File: src/lltc_cfg.svh
// Constants for the loopback-two control block
`ifndef LLTC_CFG_SVH
`define LLTC_CFG_SVH
`define LLTC_DATA_W 18
`define LLTC_FIFO_DEPTH 8
`define LLTC_FIFO_AW 3
`define LLTC_ALL_ONES 18'h3FFFF
`define LLTC_ALL_ZERO 18'h00000
`define LLTC_ACT_ON 1'b1
`define LLTC_ACT_OFF 1'b0
`define LLTC_PIN_N 6
`define LLTC_PIN_CMD 5
`define LLTC_PIN_REL 4
`define LLTC_PIN_ACT 3
`define LLTC_PIN_RESP 2
`define LLTC_PIN_LOS 1
`define LLTC_PIN_LFA 0
`endif

File: src/lltc_pkg.sv
// Types for the loopback-two control block
package lltc_pkg;
  // Customer-side transceiver activation states of interest
  typedef enum logic [2:0] {
    LLTC_SYNCED,
    LLTC_USER_READY,
    LLTC_FULLY_ACTIVE,
    LLTC_LOOP_SYNCED,
    LLTC_LOOP_READY,
    LLTC_LOOP_TRANSPARENT
  } lltc_state_e;
  // Signal sent toward the user terminal
  typedef enum logic [1:0] {
    LLTC_USER_NO_SIGNAL,
    LLTC_USER_SYNC_SIGNAL,
    LLTC_USER_ACTIVE_SIGNAL
  } lltc_user_sig_e;
endpackage : lltc_pkg

File: src/lltc_ctrl.sv
// Loopback-two activation control for the customer-side transceiver
`timescale 1ns/10ps
`include "lltc_cfg.svh"
module lltc_ctrl (
  // Clock and reset
  input wire logic clk_in,
  input wire logic sys_rst_in,
  // Line side status and commands (pins, synchronised here)
  input wire logic loop2_cmd_in,
  input wire logic loop_release_in,
  input wire logic act_from_exch_in,
  // Four-wire receiver status (pins, synchronised here)
  input wire logic user_response_in,
  input wire logic signal_loss_in,
  input wire logic frame_align_loss_in,
  // Downstream B/D data from exchange side (same clock)
  input wire logic [`LLTC_DATA_W-1:0] down_data_in,
  input wire logic down_valid_in,
  output logic down_ready_out,
  // Upstream B/D data from user terminal (same clock)
  input wire logic [`LLTC_DATA_W-1:0] user_data_in,
  input wire logic user_valid_in,
  // Outputs toward exchange side
  output logic act_to_exch_out,
  output logic [`LLTC_DATA_W-1:0] up_data_out,
  output logic up_valid_out,
  // Outputs toward user terminal
  output lltc_pkg::lltc_user_sig_e user_sig_out,
  output logic echo_zero_out,
  output logic [`LLTC_DATA_W-1:0] user_tx_data_out,
  output logic user_rx_enable_out,
  output lltc_pkg::lltc_state_e state_out
);
  ////////////////////////////////////////////////////////////////////////
  // Two-stage synchronisers for pin inputs
  logic [`LLTC_PIN_N-1:0] sync1_reg;
  logic [`LLTC_PIN_N-1:0] sync2_reg;
  wire [`LLTC_PIN_N-1:0] pins = {loop2_cmd_in, loop_release_in, act_from_exch_in,
                                 user_response_in, signal_loss_in, frame_align_loss_in};
  genvar gi;
  generate
    for (gi = 0; gi < `LLTC_PIN_N; gi++)
    begin : g_sync
      always_ff @(posedge clk_in or posedge sys_rst_in)
      begin
        if (sys_rst_in)
        begin
          sync1_reg[gi] <= 1'b0;
          sync2_reg[gi] <= 1'b0;
        end
        else
        begin
          sync1_reg[gi] <= pins[gi];
          sync2_reg[gi] <= sync1_reg[gi];
        end
      end
    end
  endgenerate
  wire loop_cmd = sync2_reg[`LLTC_PIN_CMD];
  wire loop_rel = sync2_reg[`LLTC_PIN_REL];
  wire act_rx = sync2_reg[`LLTC_PIN_ACT];
  wire resp = sync2_reg[`LLTC_PIN_RESP];
  wire los_lfa = sync2_reg[`LLTC_PIN_LOS] | sync2_reg[`LLTC_PIN_LFA];

  ////////////////////////////////////////////////////////////////////////
  // State machine
  lltc_pkg::lltc_state_e state_reg;
  lltc_pkg::lltc_state_e state_next;
  logic cmd_d_reg;
  wire cmd_rise = loop_cmd && !cmd_d_reg;
  wire in_loop = (state_reg == lltc_pkg::LLTC_LOOP_SYNCED) ||
                 (state_reg == lltc_pkg::LLTC_LOOP_READY) ||
                 (state_reg == lltc_pkg::LLTC_LOOP_TRANSPARENT);
  // Self lock only counts while the receiver reports no loss; otherwise a
  // held response and a held loss would bounce between ready and synced
  wire resp_locked = resp && !los_lfa;

  always_comb
  begin
    state_next = state_reg;
    if (cmd_rise && !in_loop)
    begin
      state_next = lltc_pkg::LLTC_LOOP_SYNCED;
    end
    else if (loop_rel && in_loop)
      state_next = lltc_pkg::LLTC_SYNCED;
    else
    begin
      unique case (state_reg)
        lltc_pkg::LLTC_SYNCED:
          if (resp)
            state_next = lltc_pkg::LLTC_USER_READY;
        lltc_pkg::LLTC_USER_READY:
          if (act_rx)
            state_next = lltc_pkg::LLTC_FULLY_ACTIVE;
        lltc_pkg::LLTC_FULLY_ACTIVE:
          state_next = state_reg;
        lltc_pkg::LLTC_LOOP_SYNCED:
          if (resp_locked)
            state_next = lltc_pkg::LLTC_LOOP_READY;
        lltc_pkg::LLTC_LOOP_READY:
          if (los_lfa)
            state_next = lltc_pkg::LLTC_LOOP_SYNCED;
          else if (act_rx)
            state_next = lltc_pkg::LLTC_LOOP_TRANSPARENT;
        lltc_pkg::LLTC_LOOP_TRANSPARENT:
          if (los_lfa)
            state_next = lltc_pkg::LLTC_LOOP_SYNCED;
        // Two codes of the state word are unused; recover to the idle state
        default:
          state_next = lltc_pkg::LLTC_SYNCED;
      endcase
    end
  end

  ////////////////////////////////////////////////////////////////////////
  // Output decode from next state so outputs stay registered
  wire nx_user_ready = (state_next == lltc_pkg::LLTC_USER_READY);
  wire nx_active = (state_next == lltc_pkg::LLTC_FULLY_ACTIVE);
  wire nx_synced = (state_next == lltc_pkg::LLTC_LOOP_SYNCED);
  wire nx_ready = (state_next == lltc_pkg::LLTC_LOOP_READY);
  wire nx_trans = (state_next == lltc_pkg::LLTC_LOOP_TRANSPARENT);
  wire nx_loop = nx_synced || nx_ready || nx_trans;
  // Activation-ready follows state; loop-synced always sends zero
  wire act_high = nx_user_ready || nx_active || nx_ready || nx_trans;
  wire act_next = act_high ? `LLTC_ACT_ON : `LLTC_ACT_OFF;
  // Active signal when transparent or fully active; sync signal in every other state, loop-synced included
  wire sig_active = nx_trans || nx_active;
  wire lltc_pkg::lltc_user_sig_e sig_next =
    sig_active ? lltc_pkg::LLTC_USER_ACTIVE_SIGNAL : lltc_pkg::LLTC_USER_SYNC_SIGNAL;

  ////////////////////////////////////////////////////////////////////////
  // Downstream data buffered; drains every cycle so back-pressure is honest
  logic [`LLTC_DATA_W-1:0] fifo_data;
  logic fifo_valid;
  lltc_fifo #(
    .WIDTH(`LLTC_DATA_W),
    .DEPTH(`LLTC_FIFO_DEPTH),
    .AW(`LLTC_FIFO_AW)
  ) u_fifo (
    .clk_in(clk_in),
    .sys_rst_in(sys_rst_in),
    .flush_in(1'b0),
    .wr_valid_in(down_valid_in),
    .wr_ready_out(down_ready_out),
    .wr_data_in(down_data_in),
    .rd_valid_out(fifo_valid),
    .rd_ready_in(1'b1),
    .rd_data_out(fifo_data)
  );
  // Exchange data toward user and back
  wire [`LLTC_DATA_W-1:0] user_tx_next = fifo_valid ? fifo_data : user_tx_data_out;
  // Loop-ready and transparent send user-bound data upstream; loop-synced sends all ones
  wire [`LLTC_DATA_W-1:0] up_next =
    (nx_ready || nx_trans) ? user_tx_next :
    (nx_loop ? `LLTC_ALL_ONES : user_data_in);
  wire up_valid_next = nx_loop ? fifo_valid : user_valid_in;

  ////////////////////////////////////////////////////////////////////////
  // State register and command edge detector; pin changes reach the
  // outputs three edges later, two for the synchroniser and one here
  always_ff @(posedge clk_in or posedge sys_rst_in)
  begin
    if (sys_rst_in)
    begin
      state_reg <= lltc_pkg::LLTC_SYNCED;
      cmd_d_reg <= 1'b0;
    end
    else
    begin
      state_reg <= state_next;
      cmd_d_reg <= loop_cmd;
    end
  end

  // Status outputs toward both sides
  always_ff @(posedge clk_in or posedge sys_rst_in)
  begin
    if (sys_rst_in)
    begin
      act_to_exch_out <= `LLTC_ACT_OFF;
      user_sig_out <= lltc_pkg::LLTC_USER_SYNC_SIGNAL;
      echo_zero_out <= 1'b0;
      user_rx_enable_out <= 1'b1;
      state_out <= lltc_pkg::LLTC_SYNCED;
    end
    else
    begin
      act_to_exch_out <= act_next;
      user_sig_out <= sig_next;
      echo_zero_out <= nx_trans;
      user_rx_enable_out <= !nx_loop;
      state_out <= state_next;
    end
  end

  // Data outputs; reset shows all ones upstream like an idle line
  always_ff @(posedge clk_in or posedge sys_rst_in)
  begin
    if (sys_rst_in)
    begin
      up_data_out <= `LLTC_ALL_ONES;
      up_valid_out <= 1'b0;
      user_tx_data_out <= `LLTC_ALL_ZERO;
    end
    else
    begin
      up_data_out <= up_next;
      up_valid_out <= up_valid_next;
      user_tx_data_out <= user_tx_next;
    end
  end
endmodule : lltc_ctrl

File: src/lltc_fifo.sv
// Small synchronous FIFO with valid/ready on both sides
`timescale 1ns/10ps
`include "lltc_cfg.svh"
module lltc_fifo #(
  parameter int WIDTH = `LLTC_DATA_W,
  parameter int DEPTH = `LLTC_FIFO_DEPTH,
  parameter int AW = `LLTC_FIFO_AW
) (
  // Clock and reset
  input wire logic clk_in,
  input wire logic sys_rst_in,
  input wire logic flush_in,
  // Fill side
  input wire logic wr_valid_in,
  output logic wr_ready_out,
  input wire logic [WIDTH-1:0] wr_data_in,
  // Drain side
  output logic rd_valid_out,
  input wire logic rd_ready_in,
  output logic [WIDTH-1:0] rd_data_out
);
  logic [WIDTH-1:0] mem [DEPTH];
  logic [AW-1:0] wr_ptr_reg;
  logic [AW-1:0] rd_ptr_reg;
  logic [AW:0] count_reg;
  wire push = wr_valid_in && wr_ready_out;
  wire pop = rd_valid_out && rd_ready_in;
  // Full count sized to the counter, not the pointer, or it wraps to zero
  wire [AW:0] full_count = (AW+1)'(DEPTH);
  wire [AW:0] count_next = count_reg + {{AW{1'b0}}, push} - {{AW{1'b0}}, pop};

  // Empty flag decoded; ready is registered so the port comes from a flop
  assign rd_valid_out = (count_reg != '0);
  assign rd_data_out = mem[rd_ptr_reg];

  // Storage, no reset needed on data
  always_ff @(posedge clk_in)
  begin
    if (push)
      mem[wr_ptr_reg] <= wr_data_in;
  end

  // Pointers and occupancy; flush empties in one cycle
  always_ff @(posedge clk_in or posedge sys_rst_in)
  begin
    if (sys_rst_in)
    begin
      wr_ptr_reg <= '0;
      rd_ptr_reg <= '0;
      count_reg <= '0;
      wr_ready_out <= 1'b1;
    end
    else if (flush_in)
    begin
      wr_ptr_reg <= '0;
      rd_ptr_reg <= '0;
      count_reg <= '0;
      wr_ready_out <= 1'b1;
    end
    else
    begin
      if (push)
        wr_ptr_reg <= wr_ptr_reg + 1'b1;
      if (pop)
        rd_ptr_reg <= rd_ptr_reg + 1'b1;
      count_reg <= count_next;
      // Drop ready on the edge that fills the last word
      wr_ready_out <= (count_next != full_count);
    end
  end
endmodule : lltc_fifo

File: config.mk
export PLATFORM = sky130hd
export DESIGN_NAME = lltc_ctrl
export DESIGN_NICKNAME = d
export VERILOG_FILES = /design/src/lltc_pkg.sv /design/src/lltc_ctrl.sv /design/src/lltc_fifo.sv
export VERILOG_INCLUDE_DIRS = /design/src
export SDC_FILE = /design/constraint.sdc
export NUM_CORES = 1
export LEC_CHECK = 0
export ABC_CLOCK_PERIOD_IN_PS = 7150
export BUFFER_PORTS_ARGS = -buffer_cell sky130_fd_sc_hd__buf_2
export CAP_MARGIN = 30
export CORE_MARGIN = 1
export CORE_UTILIZATION = 45
export DETAILED_ROUTE_END_ITERATION = 8
export GPL_TIMING_DRIVEN = 0
export PLACE_DENSITY = 0.75
export SLEW_MARGIN = 20
export SYNTH_ARGS = -nofsm -noshare
export SYNTH_HDL_FRONTEND = slang
export SYNTH_SLANG_ARGS = --single-unit
export TNS_END_PERCENT = 10
File: constraint.sdc
create_clock -name clk_in -period 7.15 [get_ports clk_in]
set_input_delay 1.0725 -clock clk_in [delete_from_list [all_inputs] [get_ports clk_in]]
set_output_delay 1.0725 -clock clk_in [all_outputs]
set_load 0.01 [all_outputs]
After elaboration in Yosys (flattened, before gate mapping). Memory sizes are Yosys's and may differ from the RTL's. Index checks and enable logic that the tools add are counted.

Memories kept: 1. Word-level logic and storage cells: 79. Output and inout port bits: 46. Input bits: 46. Register bits: 69. Memory bits (writable): 144.

Bitwise operators: 1. Reductions and logical operators: 20. Equality and inequality tests: 11. Mux-type cells: 17. Add/sub/neg operators: 4.

Memories: u_fifo.mem (depth 8, width 18, rd ports 1, clocked after memory_dff 0, wr ports 1, line lltc_fifo.sv:22) `logic [WIDTH-1:0] mem [DEPTH];`.

Operators with widths (number): two-way mux 18 bit (3); two-way mux 3 bit (8); one-hot mux 3 bit (6 select lines) (1); equality test 3 x 2 -> 1 bit, second input constant (4); equality test 3 bit, second input constant (4); logical OR 1 bit (9); adder 3 x 1 -> 3 bit, second input constant (2); equality test 3 x 1 -> 1 bit, second input constant (2); logical AND 1 bit (5); adder 4 x 1 -> 4 bit (1); logical NOT 1 bit (4); two-way mux 1 bit (4); inequality test 4 bit, second input constant (1); nonzero test 4 bit (1); subtractor 4 x 1 -> 4 bit (1); logical NOT 3 bit (1); two-way mux 2 bit (1); OR 1 bit (1).

Depth between registers and ports, before layout. Gate-level depths: netlist (run 1).

Depth after elaboration: 12. Gate-level depth with buffers: 13. Depth with buffers taken out: 11.

Modules after synthesis. From an unflattened synthesis (run 1), not the netlist that was laid out.

Cell total of the unflattened synthesis: 421. Area total of the unflattened synthesis: 8320.5 sq um.

Modules (own cells, without submodules): lltc_fifo (sequential area each 4600.7 sq um, times used 1, area an instance 6195.9 sq um, cells an instance 284); lltc_ctrl (sequential area each 1476.4 sq um, times used 1, area an instance 2124.5 sq um, cells an instance 137).

Worst setup path after synthesis (run 1). Ideal clock, no wire load.

Path kind: input to register. Start: input port down_valid_in. End: memory u_fifo.mem[0][0] (netlist bit) (enable). Cell stages on the path: 2. Data required time: 6711 ps. Slack: 3723 ps. Arrival: 2988 ps. Buffers on the path: 0. Library setup time: 439 ps. Cells stage by stage: nand2_1 > nor4_1.

Longest elaborated chain between the ends: 3.

Ends and longest elaborated chain: start, declared (line lltc_ctrl.sv:18) `input wire logic down_valid_in,`; logical AND 1 bit (line lltc_fifo.sv:26) `wire push = wr_valid_in && wr_ready_out;`; two-way mux 1 bit (line lltc_fifo.sv:39) `if (push)`; two-way mux 1 bit (not written as such) (line lltc_fifo.sv:40) `mem[wr_ptr_reg] <= wr_data_in;`; end, declared (line lltc_fifo.sv:22).

Every way passes these cells.

Final worst setup path (run 1).
Start: register u_fifo.count_reg[2]. End: register u_fifo.wr_ready_out.

Longest elaborated chain between the ends: 3. Elaborated cells on any way between the ends: 4. Classes of those cells: add/sub: 2; eq/ne: 1; reduce/logical: 1.

Ends and longest elaborated chain: start, declared (line lltc_fifo.sv:25) `logic [AW:0] count_reg;`; start signal, assigned (line lltc_fifo.sv:66) `count_reg <= count_next;`; nonzero test 4 bit (line lltc_fifo.sv:33) `assign rd_valid_out = (count_reg != '0);`; via fifo_valid (line lltc_ctrl.sv:135) `logic fifo_valid;`; subtractor 4 x 1 -> 4 bit (line lltc_fifo.sv:30) `wire [AW:0] count_next = count_reg + {{AW{1'b0}}, push} - {{AW{1'b0}}, pop};`; via u_fifo.count_next[1] (line lltc_fifo.sv:30); inequality test 4 bit (line lltc_fifo.sv:68) `wr_ready_out <= (count_next != full_count);`; end signal, assigned (line lltc_fifo.sv:68); end, declared (line lltc_fifo.sv:15) `output logic wr_ready_out,`.

The timed path passes the listed nets, and every way through them passes these cells. A chain may end at the register's enable or synchronous reset.

==> metrics.csv, run 1 <==
stage,metric,value,unit
finish,fin_nets,673,
worst_setup_path,crit_start,u_fifo.count_reg[2],
detailed_routing,wl_per_cell,21.05,um
pwr,pwr-share-clk,25.4,%
worst_setup_path,crit_arrival,4.33,ns
finish,nFillCells,1324,
pwr,sw_frac_of_total,33.19,%
floorplan,ios,92,
synthesis,postSynthAreaPerCell,16.90,um2
worst_setup_path,ff2ff_path_depth,13,
clock_tree,clock_path_buffers,3,
grt,grt_usage,19.30,%
synthesis,ys_seq_elements,213,
finish,largest_reg_flops,144,
grt,grt_antenna_before_repair,3,
floorplan,die_y,137.2,um
synthesis,synth_warnings,0,
clock_tree,ctsHoldBuffers,0,
worst_hold_path,hold_path_class,register to register,
clock_tree,post_cts_resized,0,
timing,finalHoldViolCount,0,
synthesis,synthCells,487,
timing,maxSlewViolCount,0,
timing,fin_crit_sh,54.98,%
pwr,internal_power,2.888,mW
detailed_routing,vias_per_cell,5.635,
worst_setup_path,path_max_fanout,10,
worst_setup_path,path_class,register to register,
timing,fin_crit,3.931,ns
detailed_routing,vias,4874,
clock_tree,cts_setup_buffers,0,
grt,grt_overflow,0,
timing,worst_slew_pin_slew,1.040,ns
clock_tree,numClockSinks,213,
floorplan,core,0.01796,mm2
clock_tree,htreeDepth,1,
synthesis,synth_top_area_cell,edfxtp_1,
detailed_routing,wl,18.21,mm
synthesis,ys_seq_area_share,73.85,%
clock_tree,clk_pin_slew,0.06,ns
finish,drive_above_1_share,30.08,%
clock_tree,clock_latency,0.49,ns
grt,met1_usage,24.44,%
pwr,peakVddDrop,300.0,uV
timing,skew,0.009109,ns
placed_design,io_buffers,91,
placed_design,place_congestion,0.8213,
finish,area_growth,20.33,%
clock_tree,cts_tree,yes,
timing,final.setup.tns,0,ns
pwr,pwr-share-seq,40.4,%
placed_design,hpwl,12.20,mm
worst_setup_path,r2r-start,u_fifo.count_reg[2],
worst_hold_path,whs_path_depth,0,
pwr,p_switching,1.434,mW
grt,use_met3,5.114,%
grt,top_usage_layer,met2,
synthesis,synth_edf_count,144,
timing,rsz0062_at_grt,no,
pwr,p_per_area,436.5,mW/mm2
synthesis,synth_area_leaders,"edfxtp_1 53%, dfrtp_1 15%, dfstp_2 6.7%",
grt,grt_pass1_vias,4954,
synthesis,netlist_area,0.008229,mm2
clock_tree,cts_buffers,22,
synthesis,synth_ff_type,edfxtp_1,
detailed_routing,drt-initial-drc-count,346,
grt,grt_pass1_wl,27.05,mm
synthesis,synth_nets,541,
grt,grt_max_degree,59,
run_status,status,"finished, final reports clean",
floorplan,initial_core_util,45.81,%
synthesis,async_flop_share,32.39,%
finish,reg_top3,"u_fifo.mem x144, up_data_out x18, user_tx_data_out x18",
synthesis,yosys.cell_types.count,42,
finish,final_cell_mix,"144 x edfxtp_1, 102 x buf_2, 55 x mux2i_1",
worst_setup_path,critPathLaunchType,register,
timing,fmax,0.2544,GHz
worst_hold_path,worstHoldStart,sync1_reg[4],
finish,layout_commonest_cell,edfxtp_1,
timing,slew_headroom,28.86,%
timing,finalSetupViolations,0,
job,maxCapViolCount,0,
detailed_routing,drc_errors,0,
detailed_routing,first_pass_iters,4,
clock_tree,cts-root-buf,clkbuf_16,
timing,hold_slack,0.3521,ns
worst_setup_path,required,7.55,ns
floorplan,die_x,137.2,um
pwr,pwr-share-comb,34.2,%
synthesis,synth_top_cell_area_share,52.55,%
detailed_routing,ant_nets,0,
worst_setup_path,cp-end-kind,register,
floorplan,fp.dieArea,0.01883,mm2
pwr,power_leakage,3.895,nW
finish,regMostFlops,u_fifo.mem,
floorplan,rows,49,
grt,use_met2,31.73,%
worst max-delay path: stages (launching register included):
cell and delay [ns]:
dfrtp_1 0.36, inv_1 0.07, ha_1 0.14, and3_1 0.22, clkbuf_1 0.48, clkbuf_1 0.49
inv_1 0.24, ha_1 0.33, inv_1 0.05, ha_1 0.16, inv_1 0.06, fa_1 0.50
inv_1 0.05, or4b_2 0.67
through the flow:
stage	instance area [um2]	util, %	instances	setup slack (ns)	power (mW)
global route	9899	55.11	864	2.976	4.530
floorplan	8229	-	487	3.723	2.662
global placement	8971	49.94	807	2.127	3.096
detailed placement	9151	50.94	821	3.246	3.199
finish	9902	55.12	865	3.219	4.323
CTS	9859	54.89	861	3.181	4.304
cell type report:
class	instances	area, um2	share of cell area (%)
buffer	24	142.6	1.440
antenna	1	2.502	0.02527
timing repair buffer	108	631.9	6.381
clock inverter	11	78.83	0.7961
inverter	14	55.05	0.5560
tap	229	286.5	2.894
multi-input combinational	236	1998	20.18
sequential	213	6077	61.37
clock buffer	29	629.4	6.356
final timing paths:
| path | end | slack, ns |
|---|---|---|
| hold / removal | loop_rel | 0.35 |
| setup reg to reg | u_fifo.wr_ready_out | 3.22 |
| min in group asynchronous | user_tx_data_out[12] | 0.48 |
| setup / recovery | u_fifo.wr_ready_out | 3.22 |
| max in group asynchronous | up_data_out[2] | 6.09 |
| hold reg to reg | loop_rel | 0.35 |
metal layers:
| layer | wire length [um] | part of all wire [%] |
|---|---|---|
| met1 | 7532 | 41 |
| met2 | 8626 | 47 |
| met3 | 1593 | 8.7 |
| met4 | 443 | 2.4 |
| met5 | 12 | 0.066 |
Yosys cell counts (2+ instances only):
cell type / n
a21o_1: 19
mux2_2: 2
clkbuf_1: 7
nor2_1: 7
a211oi_1: 18
buf_4: 3
xnor2_1: 5
nand3_1: 2
o21ai_0: 2
nand2b_1: 6
o22a_1: 18
nand4b_1: 2
buf_2: 9
dfstp_2: 21
a2111oi_0: 18
nor3_1: 6
buf_6: 4
mux2i_1: 55
dfrtp_1: 48
nand2_1: 12
a21oi_1: 3
ha_1: 7
edfxtp_1: 144
nor2b_1: 21
a22o_1: 19
inv_1: 13
power by group through the flow:
stage	sequential, mW	combinational [mW]	clock, mW
2_1_floorplan	1.80	0.859	0
3_3_place_gp	1.76	1.34	0
3_5_place_dp	1.77	1.43	0
4_1_cts	1.74	1.45	1.11
5_1_grt	1.77	1.59	1.16
6_report	1.75	1.48	1.10
cell families (layout without fill, tap and decap cells):
logic type | Yosys count | in the layout | share of synthesized area (%)
buffers and inverters | 38 | 186 | 2.372
other | 0 | 1 | 0
AND/OR/NAND/NOR | 63 | 63 | 4.318
AO/OA/AOI/OAI | 101 | 101 | 10.37
XOR/XNOR | 6 | 6 | 0.6386
multiplexers | 58 | 58 | 7.146
adder cells (fa/ha/maj) | 8 | 8 | 1.308
flip-flops | 213 | 213 | 73.85
Note: power is estimated with default switching activity, not from simulation.
==> inputs of run 2 (changes only) <==
--- a/config.mk
+++ b/config.mk
@@ -6,7 +6,7 @@
 export SDC_FILE = /design/constraint.sdc
 export NUM_CORES = 1
 export LEC_CHECK = 0
-export ABC_CLOCK_PERIOD_IN_PS = 7150
+export ABC_CLOCK_PERIOD_IN_PS = 3800
 export BUFFER_PORTS_ARGS = -buffer_cell sky130_fd_sc_hd__buf_2
 export CAP_MARGIN = 30
 export CORE_MARGIN = 1
==> constraint.sdc (replaced) <==
create_clock -name clk_in -period 3.8 [get_ports clk_in]
set_input_delay 0.57 -clock clk_in [delete_from_list [all_inputs] [get_ports clk_in]]
set_output_delay 0.57 -clock clk_in [all_outputs]
set_load 0.01 [all_outputs]
==> run 2 against run 1 <==
Against the previous run:
- hold slack worse by 0.17 ns
- via count up 1.0%
- core utilization up 0.070 points
- critical path type unchanged
- largest cell class unchanged
- highest routed layer unchanged
==> metrics.csv, run 2 (same netlist as run 1, synthesis figures left out) <==
stage,metric,value,unit,change
clock_tree,clock_path_buffers,3,,unchanged
detailed_routing,first_pass_iters,5,,was 4
pwr,internal_power,5.437,mW,was 2.888 mW
worst_setup_path,cp_slowest_cell,or4b_2,,unchanged
floorplan,die_y,137.2,um,unchanged
timing,rsz0062_at_grt,no,,unchanged
worst_hold_path,hold_path_class,input pin to register,,was register to register
timing,fin_crit,3.496,ns,was 3.931 ns
run_status,status,"finished, final reports clean",,unchanged
worst_setup_path,required,4.20,ns,was 7.55 ns
finish,layout_commonest_cell,edfxtp_1,,unchanged
placed_design,hpwl,12.20,mm,unchanged
pwr,pwr-share-clk,25.4,%,about the same
placed_design,io_buffers,91,,unchanged
worst_setup_path,crit_cells,13,,unchanged
clock_tree,cts-root-buf,clkbuf_16,,unchanged
finish,regMostFlops,u_fifo.mem,,unchanged
detailed_routing,vias,4924,,was 4874
finish,fin_nets,674,,was 673
detailed_routing,drt-initial-drc-count,348,,was 346
grt,grt_max_degree,59,,unchanged
floorplan,core,0.01796,mm2,unchanged
worst_setup_path,critPathTopFamily,adder cells,,was buffers and inverters
timing,slew_headroom,24.98,%,was 28.86%
timing,finalSetupViolations,0,,unchanged
worst_setup_path,crit_path_frequent_cell,inv_1,,unchanged
worst_setup_path,rr_endpoint,u_fifo.wr_ready_out,,unchanged
finish,fin_area,0.009915,mm2,was 0.009902 mm2
detailed_routing,vias_per_cell,5.686,,was 5.635
grt,grt_pass1_vias,4968,,was 4954
worst_hold_path,worstHoldEndpoint,sync1_reg[5],,was loop_rel
clock_tree,clk_pin_slew,0.06,ns,about the same
pwr,p_per_area,821.3,mW/mm2,was 436.5 mW/mm2
timing,fin_crit_sh,92.01,%,was 54.98%
floorplan,ios,92,,unchanged
worst_setup_path,crit_path_max_incr_delay,0.67,ns,about the same
pwr,power.total,8.142,mW,was 4.323 mW
worst_setup_path,critPathLaunchType,register,,unchanged
worst_hold_path,whs_path_depth,1,,was 0
finish,area_growth,20.48,%,was 20.33%
placed_design,place_congestion,0.8213,,unchanged
floorplan,die_x,137.2,um,unchanged
worst_setup_path,ff2ff_path_depth,13,,unchanged
worst_setup_path,r2r_setup_slack,0.30,ns,was 3.22 ns
worst_setup_path,crit_arrival,3.90,ns,was 4.33 ns
grt,grt_overflow,0,,unchanged
worst_setup_path,cp-end-kind,register,,unchanged
pwr,power_leakage,3.906,nW,was 3.895 nW
pwr,pwr-share-seq,40.3,%,was 40.4%
job,maxCapViolCount,0,,unchanged
pwr,peakVddDrop,558.4,uV,was 300.0 uV
worst_setup_path,path_max_fanout,10,,unchanged
detailed_routing,drc_errors,0,,unchanged
grt,grt_usage,19.33,%,was 19.30%
clock_tree,clock_latency,0.50,ns,was 0.49 ns
finish,drive_above_1_share,30.35,%,was 30.08%
clock_tree,htreeDepth,1,,unchanged
pwr,sw_frac_of_total,33.23,%,was 33.19%
worst_setup_path,path_class,register to register,,unchanged
placed_design,dp_cells,821,,unchanged
clock_tree,numClockSinks,213,,unchanged
detailed_routing,ant_nets,0,,unchanged
clock_tree,cts_tree,yes,,unchanged
pwr,p_switching,2.706,mW,was 1.434 mW
timing,maxSlewViolCount,0,,unchanged
placed_design,post_dp_cell_area,0.009151,mm2,unchanged
timing,hold_slack,0.1801,ns,was 0.3521 ns
timing,worst_slew_pin_slew,1.097,ns,was 1.040 ns
floorplan,fp.dieArea,0.01883,mm2,unchanged
worst_hold_path,worstHoldStart,loop2_cmd_in,,was sync1_reg[4]
worst_setup_path,path_buf_inv,7,,unchanged
timing,final.setup.tns,0,ns,unchanged
finish,nFillCells,1324,,unchanged
floorplan,rows,49,,unchanged
floorplan,initial_core_util,45.81,%,unchanged
finish,largest_reg_flops,144,,unchanged
detailed_routing,wl_per_cell,21.05,um,about the same
detailed_routing,wl,18.23,mm,was 18.21 mm
clock_tree,cts_buffers,22,,unchanged
worst_setup_path,crit_chain,inv_1 -> ha_1 -> and3_1 -> clkbuf_2 -> clkbuf_2 -> inv_1 -> ha_1 -> inv_1 -> ha_1 -> inv_1 -> fa_1 -> inv_1 -> or4b_2,,was inv_1 -> ha_1 -> and3_1 -> clkbuf_1 -> clkbuf_1 -> inv_1 -> ha_1 -> inv_1 -> ha_1 -> inv_1 -> fa_1 -> inv_1 -> or4b_2
finish,final_cell_mix,"144 x edfxtp_1, 102 x buf_2, 55 x mux2i_1",,unchanged
finish,final_cells,866,,was 865
timing,skew,0.009581,ns,was 0.009109 ns
timing,finalHoldViolCount,0,,unchanged
worst_setup_path,r2r-start,u_fifo.count_reg[2],,unchanged
pwr,pwr-share-comb,34.2,%,about the same
clock_tree,cts_setup_buffers,0,,unchanged
grt,grt_antenna_before_repair,3,,unchanged
grt,grt_pass1_wl,27.10,mm,was 27.05 mm
finish,reg_top3,"u_fifo.mem x144, up_data_out x18, user_tx_data_out x18",,unchanged
timing,fmax,0.2860,GHz,was 0.2544 GHz
## run 2: cell count changes in the layout (fill, tap and decap cells not counted)
cell           before  now
clkbuf_1           11    9
dlygate4sd3_1       0    1
clkbuf_2            0    2
## run 2: worst max path at each step
stage / startpoint / endpoint / slack, ns
2_1_floorplan: u_fifo.count_reg[2] / u_fifo.wr_ready_out / 0.64
3_3_place_gp: down_valid_in / u_fifo.mem[0][10] / -0.72
3_5_place_dp: u_fifo.count_reg[2] / u_fifo.wr_ready_out / -0.10
4_1_cts: u_fifo.count_reg[2] / u_fifo.wr_ready_out / 0.06
5_1_grt: u_fifo.count_reg[2] / u_fifo.wr_ready_out / 0.11
6_report: u_fifo.count_reg[2] / u_fifo.wr_ready_out / 0.30
## run 2: through the flow
step,utilization [%],setup WS (ns)
4_1_cts,54.95,0.06189
3_3_place_gp,49.94,-0.7206
5_1_grt,55.18,0.1063
2_1_floorplan,-,0.6439
6_report,55.19,0.3036
3_5_place_dp,50.94,-0.1039
## run 2: final cells by class
cell class | count | area (um2) | share of cell area, %
multi-input cells | 236 | 1998 | 20.15
plain buffers | 24 | 145.1 | 1.464
flip-flops and latches | 213 | 6077 | 61.29
inverters | 14 | 55.05 | 0.5553
clock buffers | 29 | 629.4 | 6.348
clock inverters | 11 | 78.83 | 0.7951
well taps | 229 | 286.5 | 2.890
repair buffers | 109 | 641.9 | 6.474
diodes | 1 | 2.502 | 0.02524
## run 2: metal layers
layer | part of all wire, % | vias up | track usage [%]
li1 | - | 2163 | -
met1 | 41 | 2458 | 24.44
met2 | 47 | 252 | 31.82
met3 | 9.0 | 49 | 5.114
met4 | 2.4 | 2 | 7.326
met5 | 0.066 | - | 0
## run 2: repair_timing
item                                   in CTS  in global routing
hold buffers                                1                  0
setup endpoints to repair                   1                  1
endpoints found under the hold margin       5                  0
resized for setup                           1                  2
## run 2: power groups by stage
stage / Sequential (mW) / Combinational (mW) / Clock [mW]
2_1_floorplan: 3.39 / 1.62 / 0
3_3_place_gp: 3.30 / 2.52 / 0
3_5_place_dp: 3.32 / 2.70 / 0
4_1_cts: 3.28 / 2.72 / 2.09
5_1_grt: 3.34 / 3.00 / 2.19
6_report: 3.28 / 2.79 / 2.07
==> inputs of run 3 (changes only) <==
--- a/config.mk
+++ b/config.mk
@@ -9,13 +9,11 @@
 export ABC_CLOCK_PERIOD_IN_PS = 3800
 export BUFFER_PORTS_ARGS = -buffer_cell sky130_fd_sc_hd__buf_2
 export CAP_MARGIN = 30
-export CORE_MARGIN = 1
 export CORE_UTILIZATION = 45
 export DETAILED_ROUTE_END_ITERATION = 8
-export GPL_TIMING_DRIVEN = 0
 export PLACE_DENSITY = 0.75
 export SLEW_MARGIN = 20
 export SYNTH_ARGS = -nofsm -noshare
 export SYNTH_HDL_FRONTEND = slang
 export SYNTH_SLANG_ARGS = --single-unit
-export TNS_END_PERCENT = 10
+export TNS_END_PERCENT = 20
==> run 3 against run 2 <==
Against the previous run:
- register-to-register slack improved by 0.72 ns
- count of clock-buffer cells in the layout stayed put
- via count decreased by 6.2%
- sequential share of layout area is 1.6 points higher
- largest cell class unchanged
==> metrics.csv, run 3 (same netlist as run 1, synthesis figures left out) <==
stage,metric,value,unit,change
worst_setup_path,path_max_fanout,58,,was 10
floorplan,die_x,137.2,um,unchanged
clock_tree,cts_setup_buffers,0,,unchanged
worst_setup_path,path_class,register to register,,unchanged
detailed_routing,wl_per_cell,19.96,um,was 21.05 um
timing,final.setup.tns,0,ns,unchanged
finish,final_cells,838,,was 866
grt,top_usage_layer,met2,,unchanged
clock_tree,numClockSinks,213,,unchanged
floorplan,die_y,137.2,um,unchanged
timing,hold_slack,0.1861,ns,was 0.1801 ns
timing,fmax,0.3605,GHz,was 0.2860 GHz
placed_design,hpwl,10.63,mm,was 12.20 mm
clock_tree,clk_pin_slew,0.06,ns,about the same
detailed_routing,wl,16.73,mm,was 18.23 mm
clock_tree,ctsHoldBuffers,0,,was 1
finish,multiInputGateArea,0.002009,mm2,was 0.001998 mm2
worst_setup_path,r2r-start,u_fifo.rd_ptr_reg[1],,was u_fifo.count_reg[2]
grt,grt_antenna_before_repair,1,,was 3
grt,grt_pass1_wl,25.23,mm,was 27.10 mm
pwr,pwr-share-seq,44.5,%,was 40.3%
timing,rsz0062_at_grt,no,,unchanged
pwr,pwr-share-comb,31.5,%,was 34.2%
worst_setup_path,required,4.23,ns,was 4.20 ns
timing,finalSetupViolations,0,,unchanged
clock_tree,post_cts_resized,0,,was 1
clock_tree,clock_path_buffers,3,,unchanged
finish,layout_commonest_cell,edfxtp_1,,unchanged
floorplan,initial_core_util,45.81,%,unchanged
timing,finalHoldViolCount,0,,unchanged
grt,use_met2,30.02,%,was 31.82%
finish,drive_above_1_share,28.29,%,was 30.35%
clock_tree,cts-root-buf,clkbuf_16,,unchanged
grt,use_met3,4.341,%,was 5.114%
timing,fin_crit,2.774,ns,was 3.496 ns
worst_hold_path,hold_path_class,input pin to register,,unchanged
finish,regArea,0.006081,mm2,was 0.006077 mm2
finish,area_growth,17.47,%,was 20.48%
floorplan,core,0.01796,mm2,unchanged
floorplan,fp.dieArea,0.01883,mm2,unchanged
floorplan,rows,49,,unchanged
grt,grt_usage,17.93,%,was 19.33%
timing,slew_headroom,28.63,%,was 24.98%
detailed_routing,vias,4620,,was 4924
floorplan,ios,92,,unchanged
grt,grt_overflow,0,,unchanged
finish,largest_reg_flops,144,,unchanged
grt,grt_max_degree,59,,unchanged
worst_setup_path,crit_start,u_fifo.rd_ptr_reg[1],,was u_fifo.count_reg[2]
pwr,internal_power,5.186,mW,was 5.437 mW
detailed_routing,drt-initial-drc-count,318,,was 348
grt,grt_pass1_vias,4614,,was 4968
clock_tree,cts_tree,yes,,unchanged
detailed_routing,ant_nets,0,,unchanged
timing,skew,0.008246,ns,was 0.009581 ns
pwr,sw_frac_of_total,32.66,%,was 33.23%
worst_setup_path,critPathLaunchType,register,,unchanged
timing,worst_slew_pin_slew,1.044,ns,was 1.097 ns
grt,met1_usage,23.29,%,was 24.44%
clock_tree,htreeDepth,1,,unchanged
clock_tree,cts_buffers,20,,was 22
finish,nFillCells,1358,,was 1324
run_status,status,"finished, final reports clean",,unchanged
pwr,pwr-share-clk,24.0,%,was 25.4%
clock_tree,clock_latency,0.49,ns,was 0.50 ns
pwr,p_per_area,796.8,mW/mm2,was 821.3 mW/mm2
worst_setup_path,crit_arrival,3.21,ns,was 3.90 ns
finish,regMostFlops,u_fifo.mem,,unchanged
detailed_routing,vias_per_cell,5.513,,was 5.686
pwr,p_switching,2.516,mW,was 2.706 mW
pwr,power_leakage,3.751,nW,was 3.906 nW
job,maxCapViolCount,0,,unchanged
pwr,peakVddDrop,577.0,uV,was 558.4 uV
finish,final_cell_mix,"144 x edfxtp_1, 91 x buf_2, 55 x mux2i_1",,"was 144 x edfxtp_1, 102 x buf_2, 55 x mux2i_1"
placed_design,place_congestion,0.8467,,was 0.8213
worst_setup_path,cp-end-kind,register,,unchanged
timing,maxSlewViolCount,0,,unchanged
placed_design,io_buffers,91,,unchanged
worst_hold_path,worstHoldStart,loop2_cmd_in,,unchanged
detailed_routing,first_pass_iters,4,,was 5
timing,fin_crit_sh,72.99,%,was 92.01%
finish,fin_nets,648,,was 674
finish,reg_top3,"u_fifo.mem x144, up_data_out x18, user_tx_data_out x18",,unchanged
detailed_routing,drc_errors,0,,unchanged
placed_design,dp_cells,798,,was 821
## run 3: changes by cell type in the layout (fill, tap and decap cells not counted), moves of 3 or more
cell,previous run,this run
buf_2,102,91
buf_6,5,2
clkbuf_1,9,6
nor3_2,4,1
nor3_4,0,3
## run 3: path summary, 6_finish.rpt
path                            slack, ns                  end  depth (start not counted)
worst min register to register       0.35             loop_cmd                          0
worst max register to register       1.03      up_data_out[11]                          5
max in group asynchronous            2.87       up_data_out[8]                          3
worst max-delay path                 1.03      up_data_out[11]                          5
min in group asynchronous            0.20  user_tx_data_out[7]                          2
worst min-delay path                 0.19         sync1_reg[5]                          1
## run 3: power groups by stage
stage | Combinational, mW | Sequential [mW] | Clock [mW]
CTS | 2.39 | 3.42 | 1.88
detailed placement | 2.37 | 3.47 | 0
global route | 2.65 | 3.48 | 1.98
global placement | 2.25 | 3.44 | 0
floorplan | 1.62 | 3.39 | 0
finish | 2.43 | 3.42 | 1.85
## run 3: layer usage
layer / part of all wire [%] / vias up
met1: 42 / 2331
met2: 49 / 160
met4: 1.1 / 0
met3: 7.8 / 15
met5: 0 / -
li1: - / 2114
## run 3: area by class of cell
class	count	share of cell area, %
sequential	213	62.90
clock inverter	7	0.2977
antenna	1	0.02589
inverter	14	0.5566
tap	229	2.964
timing repair buffer	109	6.394
clock buffer	29	6.070
multi-input combinational	236	20.79
## run 3: critical path, stage by stage, from the launching register on
cell and delay [ns]:
dfrtp_4 0.97, buf_4 0.36, mux2i_1 0.11, a2111oi_0 0.93, a21o_1 0.17, o22a_1 0.14
## run 3: metrics by stage
step	area, um2	total power [mW]	worst slack (ns)	util, %
finish	9667	7.702	1.026	53.81
global route	9664	8.115	0.9099	53.80
CTS	9628	7.691	1.060	53.60
detailed placement	9012	5.836	1.089	50.17
global placement	8982	5.691	1.184	50.00
floorplan	8229	5.009	0.6439	-
